`src/verilog/xcvr_pkg.sv`:
```
package xcvr_pkg;
	// line codes applied to a frame; raw sends the word unchanged
	typedef enum logic [1:0] {ENC_RAW, ENC_8B10B, ENC_64B66B, ENC_64B67B} enc_t;
	// live control: may change while the link runs
	typedef struct packed {
		logic oob_lvl;
		logic oob_en;
		logic rx_en;
		logic tx_en;
	} ctrl_t;
	// static configuration: written only while both paths are disabled
	typedef struct packed {
		logic fifo_en;
		enc_t rx_enc;
		enc_t tx_enc;
		logic [2:0] rx_wsel;
		logic [2:0] tx_wsel;
	} cfg_t;
	typedef struct packed {
		logic [4:0] rx;
		logic [4:0] tx;
	} mult_t;
	typedef struct packed {
		logic rx_line;
		logic fifo_full;
		logic fifo_empty;
		logic rx_locked;
		logic rx_ok;
		logic tx_ok;
		logic ref_ok;
	} stat_t;
	// register byte offsets
	localparam logic [7:0] OFS_CTRL = 8'h00;
	localparam logic [7:0] OFS_CFG = 8'h04;
	localparam logic [7:0] OFS_MULT = 8'h08;
	localparam logic [7:0] OFS_STAT = 8'h0C;
	localparam ctrl_t CTRL_RST = 4'h0;
	localparam cfg_t CFG_RST = 11'h411;
	localparam mult_t MULT_RST = 10'h14A;
	localparam logic [4:0] MULT_MIN = 5'h04;
	localparam logic [4:0] MULT_MAX = 5'h19;
	localparam int unsigned MIN_SPB = 4;
	localparam int unsigned MAXW = 80;
	localparam logic [1:0] HDR_DATA = 2'h1;
	localparam logic [57:0] SCR_SEED = 58'h3FF_FFFF_FFFF_FFFF;
	// 5b/6b and 3b/4b codes for negative running disparity, a/f first
	localparam logic [5:0] T6 [32] = '{6'h27, 6'h1D, 6'h2D, 6'h31, 6'h35,
		6'h29, 6'h19, 6'h38, 6'h39, 6'h25, 6'h15, 6'h34, 6'h0D, 6'h2C,
		6'h1C, 6'h17, 6'h1B, 6'h23, 6'h13, 6'h32, 6'h0B, 6'h2A, 6'h1A,
		6'h3A, 6'h33, 6'h26, 6'h16, 6'h36, 6'h0E, 6'h2E, 6'h1E, 6'h2B};
	localparam logic [3:0] T4 [8] = '{4'hB, 4'h9, 4'h5, 4'hC, 4'hD, 4'hA,
		4'h6, 4'hE};
	localparam logic [3:0] T4_ALT = 4'h7;
	function automatic logic [6:0] wbits(input logic [2:0] s);
		unique case (s)
			3'h0: return 7'h10;
			3'h1: return 7'h14;
			3'h2: return 7'h20;
			3'h3: return 7'h28;
			3'h4: return 7'h40;
			default: return 7'h50;
		endcase
	endfunction
	function automatic logic [6:0] flen(input enc_t e, input logic [2:0] s);
		return (e == ENC_64B66B) ? 7'h42 : (e == ENC_64B67B) ? 7'h43 : wbits(s);
	endfunction
	// width must suit the code's block size
	function automatic logic cfg_ok(input enc_t e, input logic [2:0] s);
		unique case (e)
			ENC_RAW: return s <= 3'h5;
			ENC_8B10B: return s == 3'h1 || s == 3'h3 || s == 3'h5;
			default: return s == 3'h4;
		endcase
	endfunction
endpackage

```
`src/verilog/xcvr_datapath.sv`:
```
// Overview of operation
// - transmitter serialises 16 to 80 bit words
// - divided bit clock frames transmit words for fabric
// - optional transmit fifo, bypassed by configuration
// - optional 8b/10b, 64b/66b or 64b/67b encoding
// - receiver deserialises into 16 to 80 bit words
// - bit timing from data, reference only starts; here it sets the bit rate throughout and its loss stops both paths
// - nrz line, transitions from chosen code
// - received words handed over on user clock
// - bit clock is reference times 4 to 25
// - transmit and receive run independently
// - config at setup, control bits live
// - slow out-of-band signalling while data idle
//
// The implementer's own choices: the placing of the registers and the Wishbone slave port.
`timescale 1ns/1ps
module xcvr_datapath #(
	parameter int unsigned FIFO_DEPTH = 4,
	parameter int unsigned REF_W = 16
) (
	input wire logic clk_i,
	input wire logic rst_i,
	input wire logic [7:0] wb_adr_i,
	input wire logic [31:0] wb_dat_i,
	input wire logic [3:0] wb_sel_i,
	input wire logic wb_we_i,
	input wire logic wb_cyc_i,
	input wire logic wb_stb_i,
	output logic [31:0] wb_dat_o,
	output logic wb_ack_o,
	input wire logic ref_clk_i,
	input wire logic [xcvr_pkg::MAXW-1:0] tx_word_i,
	input wire logic tx_valid_i,
	output logic tx_ready_o,
	output logic tx_parallel_clock_o,
	output logic tx_serial_o,
	input wire logic rx_serial_i,
	output logic [xcvr_pkg::MAXW-1:0] rx_word_o,
	output logic rx_valid_o,
	output logic rx_user_clock_o
);
	import xcvr_pkg::*;
	localparam int unsigned PW = $clog2(FIFO_DEPTH);
	if (FIFO_DEPTH < 2 || (FIFO_DEPTH & (FIFO_DEPTH - 1)) != 0)
	begin : g_bad_depth
		$error("FIFO_DEPTH must be a power of two, at least 2");
	end
	if (REF_W < 8)
	begin : g_bad_ref
		$error("REF_W must be at least 8");
	end

	ctrl_t ctrl_r;
	cfg_t cfg_r;
	mult_t mult_r;
	stat_t stat;
	logic acc_req, wr, cfg_take;
	logic [31:0] wmask, ctrl_w, cfg_w, mult_w;
	cfg_t cfg_in;
	mult_t mult_in;
	logic run_tx, run_rx, rx_locked_r;
	logic [1:0] tick, chan_ok, realign;
	logic [4:0] cm [2];
	logic ref_s1, ref_s2, ref_s3, ref_ok;
	logic [1:0] ref_seen_r;
	logic [REF_W-1:0] ref_cnt_r, ref_per_r;
	logic [MAXW-1:0] mem [FIFO_DEPTH];
	logic [PW-1:0] wp_r, rp_r;
	logic [PW:0] cnt_r, cnt_nxt, limit;
	logic push, pop, load;
	logic [MAXW-1:0] head, frame_r, frame_nxt;
	logic [6:0] idx_r, len_r, len_nxt;
	logic rd_r, rd_nxt, inv, bit_raw, bit_tx;
	logic signed [8:0] disp_r, disp_nxt, d;
	logic [10:0] e;
	logic [57:0] scr_r, dscr_r;
	logic rx_s1, rx_s2, rx_s3, bit_rx;
	logic [6:0] rcnt_r, rlen;
	logic [MAXW-1:0] sh_r, sh_nxt, rmask;

	// one 8b/10b symbol: {new disparity, abcdei fghj}
	function automatic logic [10:0] enc8(input logic [7:0] b, input logic rd);
		logic [5:0] c6;
		logic [3:0] c4;
		logic r, u, alt;
		c6 = T6[b[4:0]];
		u = $countones(c6) != 3;
		if (rd && (u || b[4:0] == 5'h07))
			c6 = ~c6;
		r = rd ^ u;
		// alternate code avoids a run of five equal bits
		alt = b[7:5] == 3'h7 && ((!r && (b[4:0] == 5'h11 || b[4:0] == 5'h12 ||
			b[4:0] == 5'h14)) || (r && (b[4:0] == 5'h0B ||
			b[4:0] == 5'h0D || b[4:0] == 5'h0E)));
		c4 = alt ? T4_ALT : T4[b[7:5]];
		u = $countones(c4) != 2;
		if (r && (u || b[7:5] == 3'h3))
			c4 = ~c4;
		return {r ^ u, c6, c4};
	endfunction

	// wishbone decode; unmapped offsets answer with zero
	assign acc_req = wb_cyc_i & wb_stb_i & ~wb_ack_o;
	// a write lands on the edge that samples ack high, as the master expects
	assign wr = wb_cyc_i & wb_stb_i & wb_ack_o & wb_we_i;
	assign wmask = {{8{wb_sel_i[3]}}, {8{wb_sel_i[2]}}, {8{wb_sel_i[1]}},
		{8{wb_sel_i[0]}}};
	assign ctrl_w = (32'(ctrl_r) & ~wmask) | (wb_dat_i & wmask);
	assign cfg_w = (32'(cfg_r) & ~wmask) | (wb_dat_i & wmask);
	assign mult_w = (32'(mult_r) & ~wmask) | (wb_dat_i & wmask);
	assign cfg_in = cfg_t'(cfg_w[$bits(cfg_t)-1:0]);
	assign mult_in = mult_t'(mult_w[$bits(mult_t)-1:0]);
	assign stat = '{rx_line: rx_s2, fifo_full: cnt_r == limit,
		fifo_empty: cnt_r == '0, rx_locked: rx_locked_r, rx_ok: chan_ok[1],
		tx_ok: chan_ok[0], ref_ok: ref_ok};

	// ack comes one cycle after the strobe and drops the next
	always_ff @(posedge clk_i)
	begin
		if (rst_i)
		begin
			wb_ack_o <= 1'b0;
			wb_dat_o <= '0;
		end
		else
		begin
			wb_ack_o <= acc_req;
			if (acc_req)
				unique case (wb_adr_i)
					OFS_CTRL: wb_dat_o <= 32'(ctrl_r);
					OFS_CFG: wb_dat_o <= 32'(cfg_r);
					OFS_MULT: wb_dat_o <= 32'(mult_r);
					OFS_STAT: wb_dat_o <= 32'(stat);
					default: wb_dat_o <= '0;
				endcase
		end
	end

	// enables and out-of-band level stay writable while running
	always_ff @(posedge clk_i)
	begin
		if (rst_i)
			ctrl_r <= CTRL_RST;
		else if (wr && wb_adr_i == OFS_CTRL)
			ctrl_r <= ctrl_t'(ctrl_w[$bits(ctrl_t)-1:0]);
	end

	// a running path would be torn by a width or code change, so refuse it
	always_ff @(posedge clk_i)
	begin
		if (rst_i)
			cfg_r <= CFG_RST;
		else if (cfg_take)
			cfg_r <= cfg_in;
	end
	assign cfg_take = wr && wb_adr_i == OFS_CFG && !ctrl_r.tx_en &&
		!ctrl_r.rx_en && cfg_ok(cfg_in.tx_enc, cfg_in.tx_wsel) &&
		cfg_ok(cfg_in.rx_enc, cfg_in.rx_wsel);

	// each multiplier only while its own path is off and in range
	always_ff @(posedge clk_i)
	begin
		if (rst_i)
			mult_r <= MULT_RST;
		else if (wr && wb_adr_i == OFS_MULT)
		begin
			if (!ctrl_r.tx_en && mult_in.tx >= MULT_MIN && mult_in.tx <= MULT_MAX)
				mult_r.tx <= mult_in.tx;
			if (!ctrl_r.rx_en && mult_in.rx >= MULT_MIN && mult_in.rx <= MULT_MAX)
				mult_r.rx <= mult_in.rx;
		end
	end

	// reference period in system clocks; a missing reference drops ok
	always_ff @(posedge clk_i)
	begin
		if (rst_i)
		begin
			{ref_s1, ref_s2, ref_s3} <= 3'h0;
			ref_cnt_r <= '0;
			ref_per_r <= '0;
			ref_seen_r <= 2'h0;
		end
		else
		begin
			{ref_s1, ref_s2, ref_s3} <= {ref_clk_i, ref_s1, ref_s2};
			if (ref_s2 && !ref_s3)
			begin
				ref_cnt_r <= '0;
				ref_per_r <= ref_cnt_r + 1'b1;
				ref_seen_r <= (ref_seen_r == 2'h0) ? 2'h1 : 2'h2;
			end
			else if (&ref_cnt_r)
				ref_seen_r <= 2'h0;
			else
				ref_cnt_r <= ref_cnt_r + 1'b1;
		end
	end
	assign ref_ok = ref_seen_r == 2'h2;

	// per path: accumulator gives mult bit ticks per reference period
	assign cm[0] = mult_r.tx;
	assign cm[1] = mult_r.rx;
	assign realign = {rx_s2 ^ rx_s3, 1'b0};
	assign run_tx = ctrl_r.tx_en & chan_ok[0];
	assign run_rx = ctrl_r.rx_en & chan_ok[1];
	for (genvar g = 0; g < 2; g++)
	begin : g_chan
		logic [REF_W:0] acc_r, sum, per;
		logic tick_r;
		assign per = (REF_W+1)'(ref_per_r);
		assign sum = acc_r + (REF_W+1)'(cm[g]);
		assign chan_ok[g] = ref_ok && per >= (REF_W+1)'(MIN_SPB * cm[g]);
		assign tick[g] = tick_r;
		always_ff @(posedge clk_i)
		begin
			if (rst_i || !(g == 0 ? run_tx : run_rx))
			begin
				acc_r <= '0;
				tick_r <= 1'b0;
			end
			else if (realign[g])
			begin
				acc_r <= per >> 1;
				tick_r <= 1'b0;
			end
			else
			begin
				acc_r <= (sum >= per) ? sum - per : sum;
				tick_r <= sum >= per;
			end
		end

	end

	// fifo; with it disabled only one word is held
	assign limit = cfg_r.fifo_en ? (PW+1)'(FIFO_DEPTH) : (PW+1)'(1);
	assign push = tx_valid_i & tx_ready_o;
	assign load = tick[0] && idx_r == 7'h00;
	assign pop = load && cnt_r != '0;
	assign cnt_nxt = cnt_r + (PW+1)'(push) - (PW+1)'(pop);
	always_ff @(posedge clk_i)
	begin
		// a new depth limit must not find more words than it allows
		if (rst_i || cfg_take)
		begin
			wp_r <= '0;
			rp_r <= '0;
			cnt_r <= '0;
			tx_ready_o <= 1'b0;
		end
		else
		begin
			wp_r <= wp_r + PW'(push);
			rp_r <= rp_r + PW'(pop);
			cnt_r <= cnt_nxt;
			tx_ready_o <= cnt_nxt < limit;
		end
	end
	// storage needs no reset; count guards what is read
	always_ff @(posedge clk_i)
	begin
		if (push)
			mem[wp_r] <= tx_word_i;
	end

	// next frame from the head word; an empty fifo sends zero words
	assign head = (cnt_r != '0) ? mem[rp_r] : '0;
	assign len_nxt = flen(cfg_r.tx_enc, cfg_r.tx_wsel);
	assign d = 9'(2 * $countones(head[63:0]) - 64);
	assign inv = (d > 0 && disp_r > 0) || (d < 0 && disp_r < 0);
	always_comb
	begin
		frame_nxt = '0;
		rd_nxt = rd_r;
		disp_nxt = disp_r;
		e = '0;
		unique case (cfg_r.tx_enc)
			ENC_RAW: frame_nxt = head & ({MAXW{1'b1}} >> (7'(MAXW) - len_nxt));
			ENC_8B10B:
				for (int k = 0; k < 8; k++)
					if (10 * k < int'(len_nxt))
					begin
						e = enc8(head[8*k +: 8], rd_nxt);
						frame_nxt[int'(len_nxt) - 1 - 10 * k -: 10] = e[9:0];
						rd_nxt = e[10];
					end
			ENC_64B66B: frame_nxt[65:0] = {HDR_DATA, head[63:0]};
			ENC_64B67B:
			begin
				// inverting the payload keeps the running disparity bounded
				frame_nxt[66:0] = {inv, HDR_DATA, inv ? ~head[63:0] : head[63:0]};
				disp_nxt = inv ? disp_r - d : disp_r + d;
			end
		endcase
	end

	// msb first; 64b/66b payload goes through a self-synchronous scrambler
	assign bit_raw = frame_r[idx_r];
	assign bit_tx = (len_r == 7'h42 && idx_r < 7'h40) ?
		bit_raw ^ scr_r[38] ^ scr_r[57] : bit_raw;
	always_ff @(posedge clk_i)
	begin
		if (rst_i || !run_tx)
		begin
			frame_r <= '0;
			idx_r <= 7'h00;
			len_r <= 7'h00;
			rd_r <= 1'b0;
			disp_r <= '0;
			scr_r <= SCR_SEED;
			tx_parallel_clock_o <= 1'b0;
		end
		else if (load)
		begin
			frame_r <= frame_nxt;
			idx_r <= len_nxt - 7'h01;
			len_r <= len_nxt;
			rd_r <= rd_nxt;
			disp_r <= disp_nxt;
			// bit 0 leaves on the load tick and must feed the scrambler too
			if (len_r == 7'h42)
				scr_r <= {scr_r[56:0], bit_tx};
			tx_parallel_clock_o <= 1'b1;
		end
		else if (tick[0])
		begin
			idx_r <= idx_r - 7'h01;
			if (bit_tx != bit_raw || (len_r == 7'h42 && idx_r < 7'h40))
				scr_r <= {scr_r[56:0], bit_tx};
			if (idx_r == (len_r >> 1))
				tx_parallel_clock_o <= 1'b0;
		end
	end

	// line: out-of-band level overrides, otherwise nrz data bits
	always_ff @(posedge clk_i)
	begin
		if (rst_i)
			tx_serial_o <= 1'b0;
		else if (ctrl_r.oob_en)
			tx_serial_o <= ctrl_r.oob_lvl;
		else if (!run_tx)
			tx_serial_o <= 1'b0;
		else if (tick[0])
			tx_serial_o <= bit_tx;
	end

	// receive: no clock line; phase follows data edges after lock
	assign bit_rx = (rlen == 7'h42 && rcnt_r >= 7'h02) ?
		rx_s2 ^ dscr_r[38] ^ dscr_r[57] : rx_s2;
	assign rlen = flen(cfg_r.rx_enc, cfg_r.rx_wsel);
	assign sh_nxt = {sh_r[MAXW-2:0], bit_rx};
	assign rmask = {MAXW{1'b1}} >> (7'(MAXW) - rlen);
	always_ff @(posedge clk_i)
	begin
		if (rst_i)
			{rx_s1, rx_s2, rx_s3} <= 3'h0;
		else
			{rx_s1, rx_s2, rx_s3} <= {rx_serial_i, rx_s1, rx_s2};
	end
	always_ff @(posedge clk_i)
	begin
		if (rst_i || !run_rx)
		begin
			rx_locked_r <= 1'b0;
			rcnt_r <= 7'h00;
			sh_r <= '0;
			dscr_r <= SCR_SEED;
			rx_word_o <= '0;
			rx_valid_o <= 1'b0;
			rx_user_clock_o <= 1'b0;
		end
		else
		begin
			rx_valid_o <= 1'b0;
			if (realign[1])
				rx_locked_r <= 1'b1;
			if (tick[1] && rx_locked_r)
			begin
				sh_r <= sh_nxt;
				if (rlen == 7'h42 && rcnt_r >= 7'h02)
					dscr_r <= {dscr_r[56:0], rx_s2};
				rcnt_r <= (rcnt_r == rlen - 7'h01) ? 7'h00 : rcnt_r + 7'h01;
				if (rcnt_r == (rlen >> 1))
					rx_user_clock_o <= 1'b0;
				if (rcnt_r == rlen - 7'h01)
				begin
					rx_valid_o <= 1'b1;
					rx_user_clock_o <= 1'b1;
					unique case (cfg_r.rx_enc)
						ENC_64B66B: rx_word_o <= {16'h0000, sh_nxt[63:0]};
						ENC_64B67B: rx_word_o <= {16'h0000, sh_nxt[66] ?
							~sh_nxt[63:0] : sh_nxt[63:0]};
						default: rx_word_o <= sh_nxt & rmask;
					endcase
				end
			end
		end
	end
endmodule // xcvr_datapath

```
`config.mk`:
```
export PLATFORM = sky130hd
export DESIGN_NAME = xcvr_datapath
export DESIGN_NICKNAME = d
export VERILOG_FILES = /design/src/verilog/xcvr_pkg.sv /design/src/verilog/xcvr_datapath.sv
export SDC_FILE = /design/constraint.sdc
export NUM_CORES = 2
export LEC_CHECK = 0
export ABC_AREA = 1
export BUFFER_PORTS_ARGS = -buffer_cell sky130_fd_sc_hd__buf_4
export CORE_AREA = 2 2 265 398
export CTS_CLUSTER_DIAMETER = 150
export DETAILED_ROUTE_END_ITERATION = 6
export DIE_AREA = 0 0 267 400
export HOLD_SLACK_MARGIN = 0.1
export PLACE_DENSITY_LB_ADDON = 0.1
export SETUP_SLACK_MARGIN = 0.15
export SKIP_CTS_REPAIR_TIMING = 1
export SLEW_MARGIN = 20
export SYNTH_ARGS = -nofsm -noshare
export SYNTH_HDL_FRONTEND = slang
export SYNTH_SLANG_ARGS = --single-unit
```
`constraint.sdc`:
```
create_clock -name clk_i -period 28 [get_ports clk_i]
set_input_delay 4.2 -clock clk_i [delete_from_list [all_inputs] [get_ports clk_i]]
set_output_delay 4.2 -clock clk_i [all_outputs]
set_load 0.01 [all_outputs]
```
==> summary.md, run 1 <==
| Metric | Value |
|---|---|
| Status | `aborted with a tool error` |
| Stopped at | `global routing (5_1_grt)` |
| Error | `[ERROR GRT-0116] Global routing finished with congestion. Check the congestion regions in the DRC Viewer.` |
| Syn Area/Cell | `6.680 um2` |
| Flops & latches, synth | `831` |
| Placed cell areas | `0.06850 mm2` |
| Die span in x | `267 um` |
| GRT overflow | `876` |
| YS warnings | `0` |
| Clock buffer depth | `3` |
| Post-Synth Simple-Gate Area | `27.68%` |
| Synth Area in Adders | `7.640%` |
| Starting density of the core | `63.58%` |
| Xor/xnor share of the synthesized area | `1.580%` |
| GRT Util Overall | `75.27%` |
| H-Tree Depth | `3` |
| Mux share of post-synthesis cell area | `0.09118%` |
| First-pass GRT wire length | `613,300 um` |
| Hpwl dp | `235,600 um` |
| Sequential-to-total area share from yosys stat | `30.12%` |
| Synth Cell Area | `0.06587 mm2` |
| Largest family of logic cells by synthesized area | `simple AND/OR/NAND/NOR gates` |
| I/O pin cnt | `250` |
| Die H | `400 um` |
| Compound-Gate Fraction of Synth Area | `23.04%` |
| Sink Count | `831` |
| Number of synthesized flops with an enable pin | `320` |
| Largest net degree at the start of global routing | `110` |
| GP Congestion | `1.297` |
| Total CTS buffers | `68` |
| Top_reg_cell synth | `dfxtp_1` |
| Number of global-route vias before repair | `85,710` |
| Row cnt | `145` |
| Synth async-reset ratio | `0%` |
| Post-Syn Instances | `9,860` |
| CTS root buffer | `clkbuf_16` |
| Synth cell types | `87` |
| PortBufs | `205` |
==> cell usage after synthesis, drive strengths merged, types with 14 or more instances <==
library cell | number | share of area (%)
ha | 255 | 4.8
a211oi | 98 | 1.1
nor2 | 984 | 5.8
a31oi | 82 | 0.79
a32o | 29 | 0.44
xor2 | 92 | 1.2
a221oi | 17 | 0.24
or2 | 41 | 0.39
nand3b | 14 | 0.16
clkbuf | 360 | 2.1
clkinv | 19 | 0.11
inv | 1095 | 6.3
nand4 | 89 | 0.87
o22ai | 131 | 1.3
nand3 | 792 | 6.2
edfxtp | 320 | 15
dfxtp | 511 | 16
o221ai | 59 | 0.78
a21oi | 683 | 5.2
o31ai | 59 | 0.67
nand2 | 2152 | 12
o311ai | 33 | 0.44
buf | 182 | 1.4
o211ai | 131 | 1.5
o21ai | 1160 | 8.9
xnor2 | 26 | 0.35
nor3 | 132 | 1.0
fa | 92 | 2.8
nor4 | 54 | 0.52
o41ai | 18 | 0.24
==> through the flow <==
step	util (%)	setup slack [ps]	cells
after CTS	68.38	4737	11280
after floorplan	-	7992	9943
after global placement	66.11	5386	11150
after detailed placement	66.13	4952	11160
==> routing by layer <==
metal	GRT overflow	global-route usage [%]
met1	7	74.19
met2	514	94.66
met3	22	56.65
met4	332	77.29
met5	1	26.57
==> cells by family after synthesis <==
group	Yosys count
mux	6
fa+ha+maj	347
xor+xnor	118
simple gates	4287
buf+inv	1656
other cells	2
compound gates	2613
flops	831
==> inputs of run 2 (changes only) <==
--- a/config.mk
+++ b/config.mk
@@ -7,13 +7,10 @@
 export LEC_CHECK = 0
 export ABC_AREA = 1
 export BUFFER_PORTS_ARGS = -buffer_cell sky130_fd_sc_hd__buf_4
-export CORE_AREA = 2 2 265 398
-export CTS_CLUSTER_DIAMETER = 150
+export CORE_AREA = 2 2 409 411
 export DETAILED_ROUTE_END_ITERATION = 6
-export DIE_AREA = 0 0 267 400
-export HOLD_SLACK_MARGIN = 0.1
-export PLACE_DENSITY_LB_ADDON = 0.1
-export SETUP_SLACK_MARGIN = 0.15
+export DIE_AREA = 0 0 411 413
+export PLACE_DENSITY_LB_ADDON = 0.15
 export SKIP_CTS_REPAIR_TIMING = 1
 export SLEW_MARGIN = 20
 export SYNTH_ARGS = -nofsm -noshare
==> run 2 against run 1 <==
- the flow now finishes without violations
- synthesized cell count is the same
- area after synthesis stayed put
==> summary.md, run 2 <==
| Metric | Value |
|---|---|
| I/O pin cnt | `250` |
| Initial antenna violation count | `19` |
| GRT Util Overall | `37.76%` |
| First-pass GRT wire length | `468,300 um` |
| GRT overflow | `0` |
| Slew Limit Fails | `0` |
| P&R area growth vs syn | `10.48%` |
| Met3 wire length | `28,980 um` |
| Maximum VDD drop | `297.0 uV` |
| Synth async-reset ratio | `0%` |
| PortBufs | `205` |
| ANT nets after route | `0` |
| Post-Syn Instances | `9,860` |
| CP Capture Type | `flip-flop` |
| Total CTS buffers | `93` |
| Top sig layer | `met5` |
| Slew Limit Headroom | `9.752%` |
| Largest registers | `mem x320, frame_r x80, rx_word_o x80` |
| Bufs and invs on worst path | `28` |
| Flops & latches, synth | `831` |
| Starting density of the core | `39.70%` |
| CP arrival | `24,580 ps` |
| Clock buffer depth | `3` |
| Total die area | `0.1697 mm2` |
| CP max-delay cell | `nor2_1` |
| Commonest non-fill, non-tap cells in the layout | `2,122 x nand2_1, 1,037 x inv_1, 1,034 x o21ai_0, 937 x nor2_1, 769 x nand3_1` |
| PwrDens | `85.09 mW/mm2` |
| Crit path time final | `23,900 ps` |
| Post-Synth Simple-Gate Area | `27.68%` |
| Crit Path Class | `flip-flop to flip-flop` |
| Mux share of post-synthesis cell area | `0.09118%` |
| Reg with most FFs | `mem` |
| Syn Area/Cell | `6.680 um2` |
| Core Area | `0.1659 mm2` |
| DRT Pass-1 Iters | `6` |
| Commonest non-fill, non-tap cell in the layout | `nand2_1` |
| H-Tree Depth | `3` |
| Leading cell types by count after synthesis | `2,126 x nand2_1, 1,043 x inv_1, 1,040 x o21ai_0` |
| Number of global-route vias before repair | `65,520` |
| Worst setup slack after layout | `4096 ps` |
| Nets@finish | `10,360` |
| M1 wire length | `140,700 um` |
| P_leak | `28.74 nW` |
| YS warnings | `0` |
| Metal2 WL | `136,800 um` |
| Highest net fanout along the worst path | `23` |
| Final hold vios | `0` |
| Synth Area in Adders | `7.640%` |
| Routed wire length | `330,900 um` |
| Hpwl dp | `257,400 um` |
| Synth cell types | `87` |
| Post-synth top area share | `15.53%` |
| Max incr delay on CP | `840 ps` |
| Top_reg_cell synth | `dfxtp_1` |
| Fmax | `0.04183 GHz` |
| Clock slew at reported path FFs | `60 ps` |
| Worst skew pair latency | `760 ps` |
| Number of synthesized flops with an enable pin | `320` |
| DR vias/cell | `5.952` |
| Sequential-to-total area share from yosys stat | `30.12%` |
| Worst Skew | `43.82 ps` |
| CP required | `28,680 ps` |
| Placement Setup Slack | `4510 ps` |
| Max reg flops | `320` |
| Cell with the most instances after synthesis | `nand2_1` |
| Synth Cell Area | `0.06587 mm2` |
| Status | `finished clean` |
| GP Congestion | `1.077` |
| CTS tree | `built` |
| Class of the worst hold path | `flip-flop to flip-flop` |
| Largest family of logic cells by synthesized area | `simple AND/OR/NAND/NOR gates` |
| Routed vias | `72,430` |
| Avg WL per Cell | `27.19 um` |
| Worst setup SP type | `flip-flop` |
| Largest net degree at the start of global routing | `94` |
| WP depth | `135` |
| Number of DRC markers in iteration 0 | `8,787` |
| Row cnt | `150` |
| CP most frequent cell | `inv_1` |
| Depth of the worst hold-timing path | `2` |
| Final Cycle Share | `85.37%` |
| Worst slew pin tran | `1342 ps` |
| RSZ-0062 raised after global routing | `false` |
| Leading area contributor after synthesis | `dfxtp_1` |
| Worst R2R Path Depth | `135` |
| Sink Count | `831` |
| Share of cells above drive strength 1 | `7.650%` |
| Setup violators final | `0` |
| Die span in x | `411 um` |
| Xor/xnor share of the synthesized area | `1.580%` |
| Max Cap Viol | `0` |
| CTS root buffer | `clkbuf_16` |
| Remaining DRCs | `0` |
| Dominant cells by area after synthesis | `dfxtp_1 16%, edfxtp_1 15%, nand2_1 12%` |
| Final TNS setup | `0 ps` |
| Crit path max-delay family | `adder cells` |
| Die H | `413 um` |
| Compound-Gate Fraction of Synth Area | `23.04%` |
==> run 2: cell counts after synthesis <==
No cell type changed its count.
==> run 2: metrics by stage <==
stage               cells  power, mW  util (%)  cell area (um2)  hold WS, ps
floorplan            9943      3.817         -            66180        388.3
global placement    11990      4.838     42.04            69760        394.5
detailed placement  11990      4.885     42.04            69760        398.6
CTS                 12170      6.116     43.85            72750        408.1
global route        12170      6.617     43.85            72750        440.5
finish              12170      6.192     43.86            72770        404.8
==> run 2: kinds of logic (layout without fill, tap and decap cells) <==
family / Yosys count / after routing
simple gates: 4287 / 4287
compound gates: 2613 / 2613
buf+inv: 1656 / 1674
flops: 831 / 831
fa+ha+maj: 347 / 347
xor+xnor: 118 / 118
mux: 6 / 6
other cells: 2 / 90
==> run 2: worst reg2reg max path: cells and delay by family (launching register included) <==
kind | cells | cell delay [ps]
adder cells (fa/ha/maj) | 28 | 9110
AND/OR/NAND/NOR | 62 | 8760
AO/OA/AOI/OAI | 17 | 2770
buffers and inverters | 28 | 2630
flip-flops | 1 | 560
==> run 2: path summary, 6_finish.rpt <==
path	end	start	slack, ps
worst max-delay path	rd_r	rp_r[1]	4100
worst min-delay path	ref_s2	ref_s1	400
worst max register to register	rd_r	rp_r[1]	4100
worst min register to register	ref_s2	ref_s1	400
==> run 2: routing by layer <==
layer,global-route usage [%],up-vias
met2,55.15,3635
li1,-,33580
met3,7.030,764
met4,23.96,14
met5,0,-
met1,51.09,34440
==> run 2: layout make-up <==
cell class	instances	area (um2)
fill	17480	93140
multi-input combinational	7456	40020
sequential	831	19850
inverter	1114	4208
timing repair buffer	389	2920
tap	2204	2758
clock buffer	116	2475
clock inverter	55	521.8
antenna	5	12.51
==> run 2: where the power goes <==
group	internal (mW)	switching [mW]
logic	1.15	2.56
registers	1.27	0.00460
clock network	0.664	0.543
total	3.08	3.11
No activity file was read; power rests on OpenSTA's default activity.
